--- config.mk ---
export PLATFORM = sky130hd
export DESIGN_NAME = sdc_divider_chain
export DESIGN_NICKNAME = d
export VERILOG_FILES = /design/src/shared/sdc_pkg.sv /design/src/hdl/sdc_divider_chain.sv /design/src/hdl/sdc_serial_load.sv
export SDC_FILE = /design/constraint.sdc
export NUM_CORES = 1
export LEC_CHECK = 0
export ABC_AREA = 1
export BUFFER_PORTS_ARGS = -buffer_cell sky130_fd_sc_hd__clkbuf_2
export CORE_ASPECT_RATIO = 1.5
export CORE_MARGIN = 8
export CORE_UTILIZATION = 35
export CTS_BUF_LIST = sky130_fd_sc_hd__clkbuf_16
export CTS_CLUSTER_SIZE = 28
export DETAILED_ROUTE_END_ITERATION = 10
export PLACE_DENSITY_LB_ADDON = 0.25
export SYNTH_ARGS = -nofsm -noshare
export SYNTH_HDL_FRONTEND = slang
export SYNTH_SLANG_ARGS = --single-unit
export TNS_END_PERCENT = 20
--- constraint.sdc ---
create_clock -name clk_in -period 6.6 [get_ports clk_in]
set_input_delay 0.66 -clock clk_in [delete_from_list [all_inputs] [get_ports clk_in]]
set_output_delay 0.66 -clock clk_in [all_outputs]
set_load 0.01 [all_outputs]
--- src/shared/sdc_pkg.sv ---
// Constants and carrier types for the synthesiser divider chain.
// Assumes one system clock; divider inputs arrive as synchronous levels.
package sdc_pkg;

  // ----------------------------------------------------------------
  // Word widths and limits
  // ----------------------------------------------------------------
  localparam int          SDC_REF_W     = 11;
  localparam int          SDC_MAIN_W    = 10;
  localparam int          SDC_SWAL_W    = 7;
  localparam int          SDC_FRAME_LEN = 28;
  localparam logic [10:0] SDC_REF_MIN   = 11'h003;
  localparam logic [9:0]  SDC_MAIN_MIN  = 10'h008;
  localparam logic [4:0]  SDC_BITS_FULL = 5'h1c;

  // ----------------------------------------------------------------
  // Reset values of the counter latches
  // ----------------------------------------------------------------
  localparam logic [10:0] SDC_REF_RST   = 11'h003;
  localparam logic [9:0]  SDC_MAIN_RST  = 10'h008;
  localparam logic [6:0]  SDC_SWAL_RST  = 7'h00;

  // Fine window width in clock cycles
  localparam logic [3:0]  SDC_WINDOW_CYC = 4'h4;

  typedef struct packed {
    logic [10:0] ref_ratio;
    logic [9:0]  main_ratio;
    logic [6:0]  swal_ratio;
  } sdc_ratio_s;

  typedef enum logic {SDC_MOD_LOW, SDC_MOD_HIGH} sdc_mod_e;

endpackage

--- src/hdl/sdc_divider_chain.sv ---
// Divider chain of a PLL synthesiser: reference, swallow/main, detector.
// Assumes prescaler output arrives as a level synchronous to clk_in.
`timescale 1ns/1ps
module sdc_divider_chain
  import sdc_pkg::*;
#(
  parameter int REF_W  = SDC_REF_W,
  parameter int MAIN_W = SDC_MAIN_W,
  parameter int SWAL_W = SDC_SWAL_W
)
(
  // Clock and reset
  input  wire logic        clk_in,
  input  wire logic        rst_in,
  // Serial port from the controller
  input  wire logic        ser_clk_in,
  input  wire logic        ser_data_in,
  input  wire logic        ser_enable_in,
  // Prescaler output and modulus control
  input  wire logic        prescaler_in,
  output logic             modulus_select_n_out,
  // Phase detector outputs
  output logic             coarse_up_out,
  output logic             coarse_error_out,
  output logic             coarse_error_oe_out,
  output logic             ramp_run_out,
  output logic             fine_sample_out,
  output logic             lock_flag_n_out,
  output logic             ref_div_out,
  output logic             vco_div_out
);

  // The serial frame fixes all three widths; anything else is refused at elaboration
  if (REF_W != SDC_REF_W || MAIN_W != SDC_MAIN_W || SWAL_W != SDC_SWAL_W)
  begin : g_width_check
    $error("sdc_divider_chain: widths fixed by serial frame");
  end

  sdc_ratio_s ratio;
  logic       reload;

  sdc_serial_load u_load (
    .clk_in        (clk_in),
    .rst_in        (rst_in),
    .ser_clk_in    (ser_clk_in),
    .ser_data_in   (ser_data_in),
    .ser_enable_in (ser_enable_in),
    .ratio_out     (ratio),
    .reload_out    (reload)
  );

  // ----------------------------------------------------------------
  // Reference chain
  // ----------------------------------------------------------------
  logic [10:0] ref_cnt;
  logic        ref_half;
  logic        ref_edge;

  // Below-minimum ratios are clamped; the device does not serve them
  wire [10:0] ref_eff  = (ratio.ref_ratio < SDC_REF_MIN) ? SDC_REF_MIN
                                                          : ratio.ref_ratio;
  wire        ref_tc   = ref_cnt == ref_eff - 11'h001;

  always_ff @(posedge clk_in or posedge rst_in)
  begin
    if (rst_in)
    begin
      ref_cnt  <= '0;
      ref_half <= 1'b0;
      ref_edge <= 1'b0;
    end
    else if (reload)
    begin
      ref_cnt  <= '0;
      ref_half <= 1'b0;
      ref_edge <= 1'b0;
    end
    else
    begin
      ref_cnt  <= ref_tc ? '0 : ref_cnt + 11'h001;
      if (ref_tc)
        ref_half <= ~ref_half;
      ref_edge <= ref_tc & ref_half;
    end
  end

  // ----------------------------------------------------------------
  // VCO chain: swallow and main counters over the prescaler
  // ----------------------------------------------------------------
  logic [9:0] main_cnt;
  logic [6:0] swal_cnt;
  logic       pre_d;
  logic       vco_edge;
  sdc_mod_e   mod_state;

  wire [9:0] main_eff  = (ratio.main_ratio < SDC_MAIN_MIN) ? SDC_MAIN_MIN
                                                            : ratio.main_ratio;
  wire       pre_rise  = prescaler_in & ~pre_d;
  wire       main_tc   = pre_rise && main_cnt == main_eff - 10'h001;
  wire       swal_done = swal_cnt == ratio.swal_ratio;

  always_ff @(posedge clk_in or posedge rst_in)
  begin
    if (rst_in)
    begin
      main_cnt  <= '0;
      swal_cnt  <= '0;
      pre_d     <= 1'b0;
      vco_edge  <= 1'b0;
      mod_state <= SDC_MOD_LOW;
    end
    else
    begin
      pre_d    <= prescaler_in;
      vco_edge <= main_tc;
      if (reload)
      begin
        main_cnt  <= '0;
        swal_cnt  <= '0;
        mod_state <= SDC_MOD_LOW;
      end
      else if (main_tc)
      begin
        main_cnt  <= '0;
        swal_cnt  <= '0;
        mod_state <= SDC_MOD_LOW;
      end
      else if (pre_rise)
      begin
        main_cnt <= main_cnt + 10'h001;
        // A pulse meeting a finished swallow count must not count it again
        if (mod_state == SDC_MOD_LOW && !swal_done)
        begin
          swal_cnt <= swal_cnt + 7'h01;
          if (swal_cnt + 7'h01 == ratio.swal_ratio)
            mod_state <= SDC_MOD_HIGH;
        end
        else if (mod_state == SDC_MOD_LOW)
          mod_state <= SDC_MOD_HIGH;
      end
      else if (mod_state == SDC_MOD_LOW && swal_done)
        mod_state <= SDC_MOD_HIGH;
    end
  end

  assign modulus_select_n_out = mod_state == SDC_MOD_HIGH;

  // ----------------------------------------------------------------
  // Phase/frequency detector, window and lock
  // ----------------------------------------------------------------
  logic       pfd_up;
  logic       pfd_dn;
  logic [3:0] err_cnt;
  logic       err_small;
  logic       ramp_run;
  logic       fine_sample;
  logic       ref_div;
  logic       vco_div;

  wire both = (pfd_up | ref_edge) & (pfd_dn | vco_edge);

  always_ff @(posedge clk_in or posedge rst_in)
  begin
    if (rst_in)
    begin
      pfd_up      <= 1'b0;
      pfd_dn      <= 1'b0;
      err_cnt     <= '0;
      err_small   <= 1'b0;
      ramp_run    <= 1'b0;
      fine_sample <= 1'b0;
      ref_div     <= 1'b0;
      vco_div     <= 1'b0;
    end
    else if (reload)
    begin
      pfd_up    <= 1'b0;
      pfd_dn    <= 1'b0;
      err_cnt   <= '0;
      err_small <= 1'b0;
      ramp_run  <= 1'b0;
    end
    else
    begin
      ref_div     <= ref_half;
      vco_div     <= mod_state == SDC_MOD_LOW;
      // Edge-pair comparison, once per period
      pfd_up      <= (pfd_up | ref_edge) & ~both;
      pfd_dn      <= (pfd_dn | vco_edge) & ~both;
      // Ramp starts on the reference edge and stops on the VCO edge
      ramp_run    <= (ramp_run | ref_edge) & ~vco_edge;
      fine_sample <= ref_edge;
      if (pfd_up | pfd_dn)
        err_cnt <= (err_cnt == 4'hf) ? err_cnt : err_cnt + 4'h1;
      else
        err_cnt <= '0;
      if (both)
        err_small <= err_cnt < SDC_WINDOW_CYC;
    end
  end

  assign coarse_up_out       = pfd_up;
  assign coarse_error_out    = pfd_up;
  assign coarse_error_oe_out = (pfd_up | pfd_dn) & ~err_small;
  assign lock_flag_n_out     = ~err_small;
  assign ramp_run_out        = ramp_run;
  assign fine_sample_out     = fine_sample;
  assign ref_div_out         = ref_div;
  assign vco_div_out         = vco_div;
endmodule

--- src/hdl/sdc_serial_load.sv ---
// Serial loader: shift register, edge count and counter latches.
// Assumes serial clock, data and enable are synchronous levels.
`timescale 1ns/1ps
module sdc_serial_load
  import sdc_pkg::*;
(
  // Clock and reset
  input  wire logic        clk_in,
  input  wire logic        rst_in,
  // Serial port
  input  wire logic        ser_clk_in,
  input  wire logic        ser_data_in,
  input  wire logic        ser_enable_in,
  // Latched ratios
  output sdc_ratio_s       ratio_out,
  output logic             reload_out
);

  logic [27:0] shift;
  logic [4:0]  edge_cnt;
  logic        ser_clk_d;
  logic        enable_d;
  sdc_ratio_s  ratio;

  wire fall_clk   = ser_clk_d & ~ser_clk_in & ser_enable_in;
  wire fall_en    = enable_d & ~ser_enable_in;
  wire full_frame = edge_cnt >= SDC_BITS_FULL;
  wire [4:0] next_edge_cnt = full_frame ? edge_cnt : edge_cnt + 5'h01;

  always_ff @(posedge clk_in or posedge rst_in)
  begin
    if (rst_in)
    begin
      shift     <= '0;
      edge_cnt  <= '0;
      ser_clk_d <= 1'b0;
      enable_d  <= 1'b0;
      ratio     <= '{SDC_REF_RST, SDC_MAIN_RST, SDC_SWAL_RST};
    end
    else
    begin
      ser_clk_d <= ser_clk_in;
      enable_d  <= ser_enable_in;
      if (fall_clk)
      begin
        shift    <= {shift[26:0], ser_data_in};
        edge_cnt <= next_edge_cnt;
      end
      if (fall_en)
      begin
        edge_cnt <= '0;
        if (full_frame)
          ratio <= '{shift[10:0], shift[20:11], shift[27:21]};
        else
        begin
          // Short frame: reference word is left alone against clock glitches
          ratio.main_ratio <= shift[9:0];
          ratio.swal_ratio <= shift[16:10];
        end
      end
    end
  end

  assign ratio_out  = ratio;
  assign reload_out = fall_en;
endmodule

==> results of run 1 <==
registers in the layout (all words and copies together) (netlist names), 4 cells and up:
register and count:
err_cnt 4, u_load.shift 28, u_load.ratio_out 28, ref_cnt 11, swal_cnt 7, main_cnt 10
u_load.edge_cnt 5
placed cells by master, fill, tap and decap left out, drive strengths merged:
master  count
nand2     184
dfrtp     104
inv        84
o21ai      83
nor2       79
xor2       38
nand3      36
clkbuf     23
a21oi      22
nand4      22
xnor2      13
nor3       11
nand3b      8
ha          8
buf         4
dfstp       3
clkinv      3
nor4        2
bufinv      2
or2         1
o31ai       1
xnor3       1
a31oi       1
cells by family (layout without fill, tap and decap cells):
| group | count (synthesis) | count (layout) | synth area share [%] |
|---|---|---|---|
| fa+ha+maj | 8 | 8 | 1.72 |
| simple gates | 343 | 343 | 27.1 |
| compound gates | 107 | 107 | 9.80 |
| xor+xnor | 52 | 52 | 8.08 |
| flops | 107 | 107 | 46.2 |
| buf+inv | 104 | 116 | 7.09 |
worst min path at each step:
stage	from	endpoint	slack [ns]
after floorplan	vco_edge$_DFF_PP0_	ramp_run_out$_DFF_PP0_	0.44
after global placement	fine_sample_out$_DFFE_PP0N_	fine_sample_out$_DFFE_PP0N_	0.46
after detailed placement	pfd_dn$_DFF_PP0_	coarse_error_out$_DFF_PP0_	0.46
after CTS	rst_in	ref_cnt[5]$_DFF_PP0_	0.36
after global routing	rst_in	ref_cnt[5]$_DFF_PP0_	0.39
final	rst_in	ref_cnt[2]$_DFF_PP0_	0.34
power by group through the flow:
stage / combinational (mW) / clock (mW) / sequential [mW]
floorplan: 0.268 / 0 / 0.810
CTS: 0.338 / 0.583 / 0.827
detailed placement: 0.336 / 0 / 0.839
global placement: 0.332 / 0 / 0.840
finish: 0.333 / 0.568 / 0.827
global route: 0.382 / 0.614 / 0.839
final cells by class:
type                       count  area, um^2
tap                          206         258
multi-input combinational    510        2720
clock inverter                 7        85.1
fill                        1692        9880
sequential                   107        2680
timing repair buffer          18         100
inverter                      82         310
clock buffer                   9         225
through the flow:
step | util (%) | power [mW] | setup slack (ns) | cell area, um^2 | cells
floorplan | - | 1.08 | 3.13 | 5810 | 721
CTS | 39.2 | 1.75 | 3.82 | 6380 | 939
global placement | 37.3 | 1.17 | 3.83 | 6070 | 923
detailed placement | 37.3 | 1.18 | 3.84 | 6070 | 923
finish | 39.2 | 1.73 | 3.83 | 6380 | 939
global route | 39.2 | 1.84 | 3.50 | 6380 | 939
per-layer routing:
| layer | vias up | share of wire (%) | track usage (%) |
|---|---|---|---|
| met5 | - | 0 | 0 |
| met4 | 0 | 2.2 | 5.16 |
| met3 | 15 | 1.8 | 1.96 |
| met2 | 35 | 54 | 23.5 |
| met1 | 2134 | 42 | 15.1 |
| li1 | 2323 | - | - |
critical path, cell delays in order (launching register included):
cell	delay [ns]
dfrtp_1	0.44
inv_2	0.10
nand2_1	0.06
nor2_2	0.14
nand2_2	0.19
nand2_2	0.15
ha_1	0.19
inv_1	0.05
nor2_1	0.25
nand4_1	0.18
xnor2_1	0.22
inv_1	0.06
nor2_1	0.11
nand2_1	0.09
nor2_4	0.16
nor2_8	0.08
nand2_8	0.12
o21ai_2	0.06
==> flow_summary.toml, run 1 <==
[grt]
grt_max_degree = 67
grt_pass1_vias = 4546
globalRouteOverflowTotal = 0
antenna_found_initial = 0
grt_usage_pct = 13.1
grt_pass1_wl_mm = 22.3

[setup_path]
required_ns = 6.83
cp-start-kind = "flop"
critPathMaxFanout = 12
endpoint_kind = "flop"
r2r_setup_slack_ns = 3.83
endpoint = "main_cnt[4]$_DFFE_PP0P_"
critical_path_class = "reg -> reg"
crit_start = "u_load.ratio_out[14]$_DFFE_PP0P_"
r2r_cells = 17
r2r_end = "main_cnt[4]$_DFFE_PP0P_"
cp.arrival_ns = 3.01
r2r_start = "u_load.ratio_out[14]$_DFFE_PP0P_"

[synthesis]
syn-instance-count = 721
synth.most_common_cell = "nand2_1"
syn-num-nets = 735
synthFlopType = "dfrtp_1"
synth_seq_cells = 107
synth_cell_types = 37
yosys_warnings = 0
async_flop_share_pct = 100
seq_area_frac_synth_pct = 46.2
synth-edff-count = 0
yosysTopAreaCellShare_pct = 44.8
synthTopCellsByArea = "dfrtp_1, nand2_1, o21ai_0"
synth_common_cells = "nand2_1, dfrtp_1, inv_1"
syn_avg_cell_area_um2 = 8.05
syn-cell-area_mm2 = 0.00581
yosysTopAreaCell = "dfrtp_1"

[power]
vdd_drop_max_uv = 126
power_frac_clock_pct = 32.9
combPwrFrac_pct = 19.3
leakage_nw = 3.08
p_per_area_mw_per_mm2 = 271
power_switching_mw = 0.536
swShare_pct = 31.0
p_seq_share_pct = 47.9
intPower_mw = 1.19

[detailed_routing]
wl_per_cell_um = 13.7
drt_iter0_drc = 264
dr.pass1.iters = 4
drt-total-wl_mm = 12.9
vias = 4507
vias_per_cell = 4.80
antenna_left = 0
drcViolationCount = 0

[clock_tree]
cts_num_sinks = 107
cts_tree = "built"
cts_resized = 0
clock-root-buffer = "clkbuf_16"
clk_pin_slew_ns = 0.07
cts_setup_buffers = 0
cts_buffers = 9
cts.path.max_buffers = 2
postCtsHoldBufs = 0
clkLatencyLatePin_ns = 0.35
htree_levels = 3

[floorplan]
rows = 57
die_y_um = 174
start_util_pct = 35.7
design.core.area_mm2 = 0.0163
ios = 15
die_w_um = 121
die_area_mm2 = 0.0211

[min_path]
min-delay-path-class = "in -> async"

[sta]
max_freq_ghz = 0.361
worst_hold_slack_ns = 0.342
hold_viol_final = 0
fin_crit_ns = 2.77
max-slew-margin-rel_pct = 29.1
finalSetupViolCount = 0
finalCritPeriodShare_pct = 42.0
tightestPinTransition_ns = 1.06
clock-skew-final_ns = 0.0120
slew_violations = 0
rsz0062_at_grt = "no"
setup_tns_ns = 0

[final_layout]
antenna_cells = 0
syn_to_final_growth_pct = 9.80
drive_gt1_share_pct = 11.7
fin_nets = 742

[run]
max_cap_violations = 0

[placed_design]
place.gp.congestion = 0.802
placement.io_buffers = 14
dp_hpwl_mm = 9.38

[run_status]
status = "finished clean"
Power figures use the tool's default switching activity.
==> run 2: changes to the inputs <==
==> constraint.sdc (replaced) <==
create_clock -name clk_in -period 2.6 [get_ports clk_in]
set_input_delay 0.26 -clock clk_in [delete_from_list [all_inputs] [get_ports clk_in]]
set_output_delay 0.26 -clock clk_in [all_outputs]
set_load 0.01 [all_outputs]
==> run 2 against run 1 <==
Final area grew 4.0%. Maximum frequency grew 18%. Wire length grew 3.7%. Sequential power grew to 2.5 times the previous value. Count of clock-buffer cells in the layout is the same. Via count grew 1.8%. First-iteration DRC count grew 37%.
==> flow_summary.toml, run 2 (synthesized netlist as in run 1, its figures left out) <==
[run_status]
status = "finished clean"

[min_path]
holdPathEnd = "pre_d$_DFF_PP0_"
holdPathStages = 1
min-delay-path-class = "in -> reg"
worst_hold_startpoint = "prescaler_in"

[setup_path]
path_cells = "inv_1 > nand2_2 > nor2_2 > buf_4 > a21oi_2 > ha_4 > xor2_1 > nand2_1 > nor2_1 > nand4_1 > nor2_1 > nand3_1 > nor2_4 > nand2_4 > nand2_8 > nor2_1"
critPathBufInv = 2
r2r_end = "ref_cnt[10]$_DFF_PP0_"
endpoint_kind = "flop"
crit_family = "simple AND/OR/NAND/NOR gates"
cpPeakStageDelay_ns = 0.40
cp.arrival_ns = 2.59
crit_start = "u_load.ratio_out[22]$_DFFE_PP0P_"
critPathMaxFanout = 6
cp-start-kind = "flop"
r2r_setup_slack_ns = 0.24
r2r_cells = 16
critical_path_class = "reg -> reg"
cp_common_cell = "nor2_1"
worst_path_max_delay_cell = "dfrtp_1"
r2r_start = "u_load.ratio_out[22]$_DFFE_PP0P_"
required_ns = 2.83

[placed_design]
dp_hpwl_mm = 9.93
placement.io_buffers = 14
place.gp.congestion = 0.840

[detailed_routing]
wl_per_cell_um = 13.8
vias = 4589
dr.pass1.iters = 4
drt-total-wl_mm = 13.3
drcViolationCount = 0
antenna_left = 0
vias_per_cell = 4.75
drt_iter0_drc = 362

[sta]
max_freq_ghz = 0.424
hold_viol_final = 0
tightestPinTransition_ns = 0.790
slew_violations = 0
worst_hold_slack_ns = 0.0392
max-slew-margin-rel_pct = 47.3
rsz0062_at_grt = "yes"
clock-skew-final_ns = 0.00939
finalSetupViolCount = 0
finalCritPeriodShare_pct = 90.7
fin_crit_ns = 2.36

[final_layout]
layout_common_cells = "nand2_1, dfrtp_1, inv_1, o21ai_0, nor2_1"
fin_nets = 770
antenna_cells = 0
layout_commonest_cell = "nand2_1"
drive_gt1_share_pct = 15.9
post-route-util_pct = 40.8
syn_to_final_growth_pct = 14.2
nFillCells = 1649

[floorplan]
design.core.area_mm2 = 0.0163
ios = 15
rows = 57
die_w_um = 121
start_util_pct = 35.7
die_y_um = 174
die_area_mm2 = 0.0211

[power]
p_per_area_mw_per_mm2 = 637
p_total_mw = 4.22
leakage_nw = 3.20
vdd_drop_max_uv = 370

[clock_tree]
cts_num_sinks = 107
clkLatencyLatePin_ns = 0.35
cts.path.max_buffers = 2
htree_levels = 3
clk_pin_slew_ns = 0.07
cts_buffers = 9
clock-root-buffer = "clkbuf_16"
cts_tree = "built"

[grt]
grt_pass1_wl_mm = 22.6
antenna_found_initial = 0
grt_pass1_vias = 4734
grt_usage_pct = 13.2
grt_max_degree = 49
globalRouteOverflowTotal = 0

[run]
max_cap_violations = 0
run 2: changes by cell type in the layout (fill, tap and decap cells not counted), moves of 2 or more:
cell / change
clkinvlp_4: +2
nor2_1: -2
nand2_2: -2
buf_12: +2
buf_4: +24
nand2_4: +3
inv_2: +3
bufinv_16: -2
run 2: where the power goes:
part / switching (mW) / internal [mW] / leakage [nW]
sequential: 0.208 / 1.87 / 1.36
clock: 0.584 / 0.631 / 0.138
combinational: 0.557 / 0.370 / 1.71
run 2: per-layer routing:
layer | wire length (um) | track usage (%) | up-vias | share of wire (%)
met3 | 251 | 1.66 | 15 | 1.9
li1 | - | - | 2362 | -
met4 | 244 | 4.90 | 0 | 1.8
met2 | 7420 | 25.1 | 40 | 56
met1 | 5420 | 14.3 | 2172 | 41
met5 | 0 | 0 | - | 0
run 2: final cells by class:
type	instances	area (um^2)	share of cell area (%)
multi-input cells	511	2790	42.1
clock buffers	9	225	3.40
repair buffers	45	330	4.98
well taps	206	258	3.89
clock inverters	7	31.3	0.472
inverters	82	312	4.70
flip-flops and latches	107	2680	40.4
run 2: timing repair:
action,CTS,global route
resized for setup,1,15
hold endpoints to repair,19,0
gates cloned,0,1
pin swaps,0,10
hold buffers,1,0
setup endpoints to repair,10,30
buffers inserted,0,8
run 2: worst register-to-register path, delay by kind of cell, from the launching register on:
kind                       cells  cell delay [ns]
AOI/OAI and AO/OA              1             0.07
and+or+nand+nor               11             1.15
adders and majority gates      1             0.27
buffers and inverters          2             0.24
DFF                            1             0.40
xor gates and xnor gates       1             0.12
run 2: metrics by stage:
stage	setup slack [ns]	instances	setup TNS, ns	area, um^2
floorplan	0.297	721	0	5810
global placement	0.0872	941	0	6230
detailed placement	-0.0162	941	-0.0165	6230
CTS	0.0496	958	0	6500
global route	-0.0104	967	-0.0104	6630
finish	0.242	967	0	6630
run 2: worst max path at each step:
stage	endpoint	slack, ns	cells past startpoint
final	ref_cnt[10]$_DFF_PP0_	0.24	16
after floorplan	main_cnt[2]$_DFFE_PP0P_	0.30	18
after detailed placement	ref_cnt[10]$_DFF_PP0_	-0.02	18
after global placement	ref_cnt[1]$_DFF_PP0_	0.09	18
after CTS	ref_cnt[10]$_DFF_PP0_	0.05	18
after global routing	ref_cnt[10]$_DFF_PP0_	-0.01	17
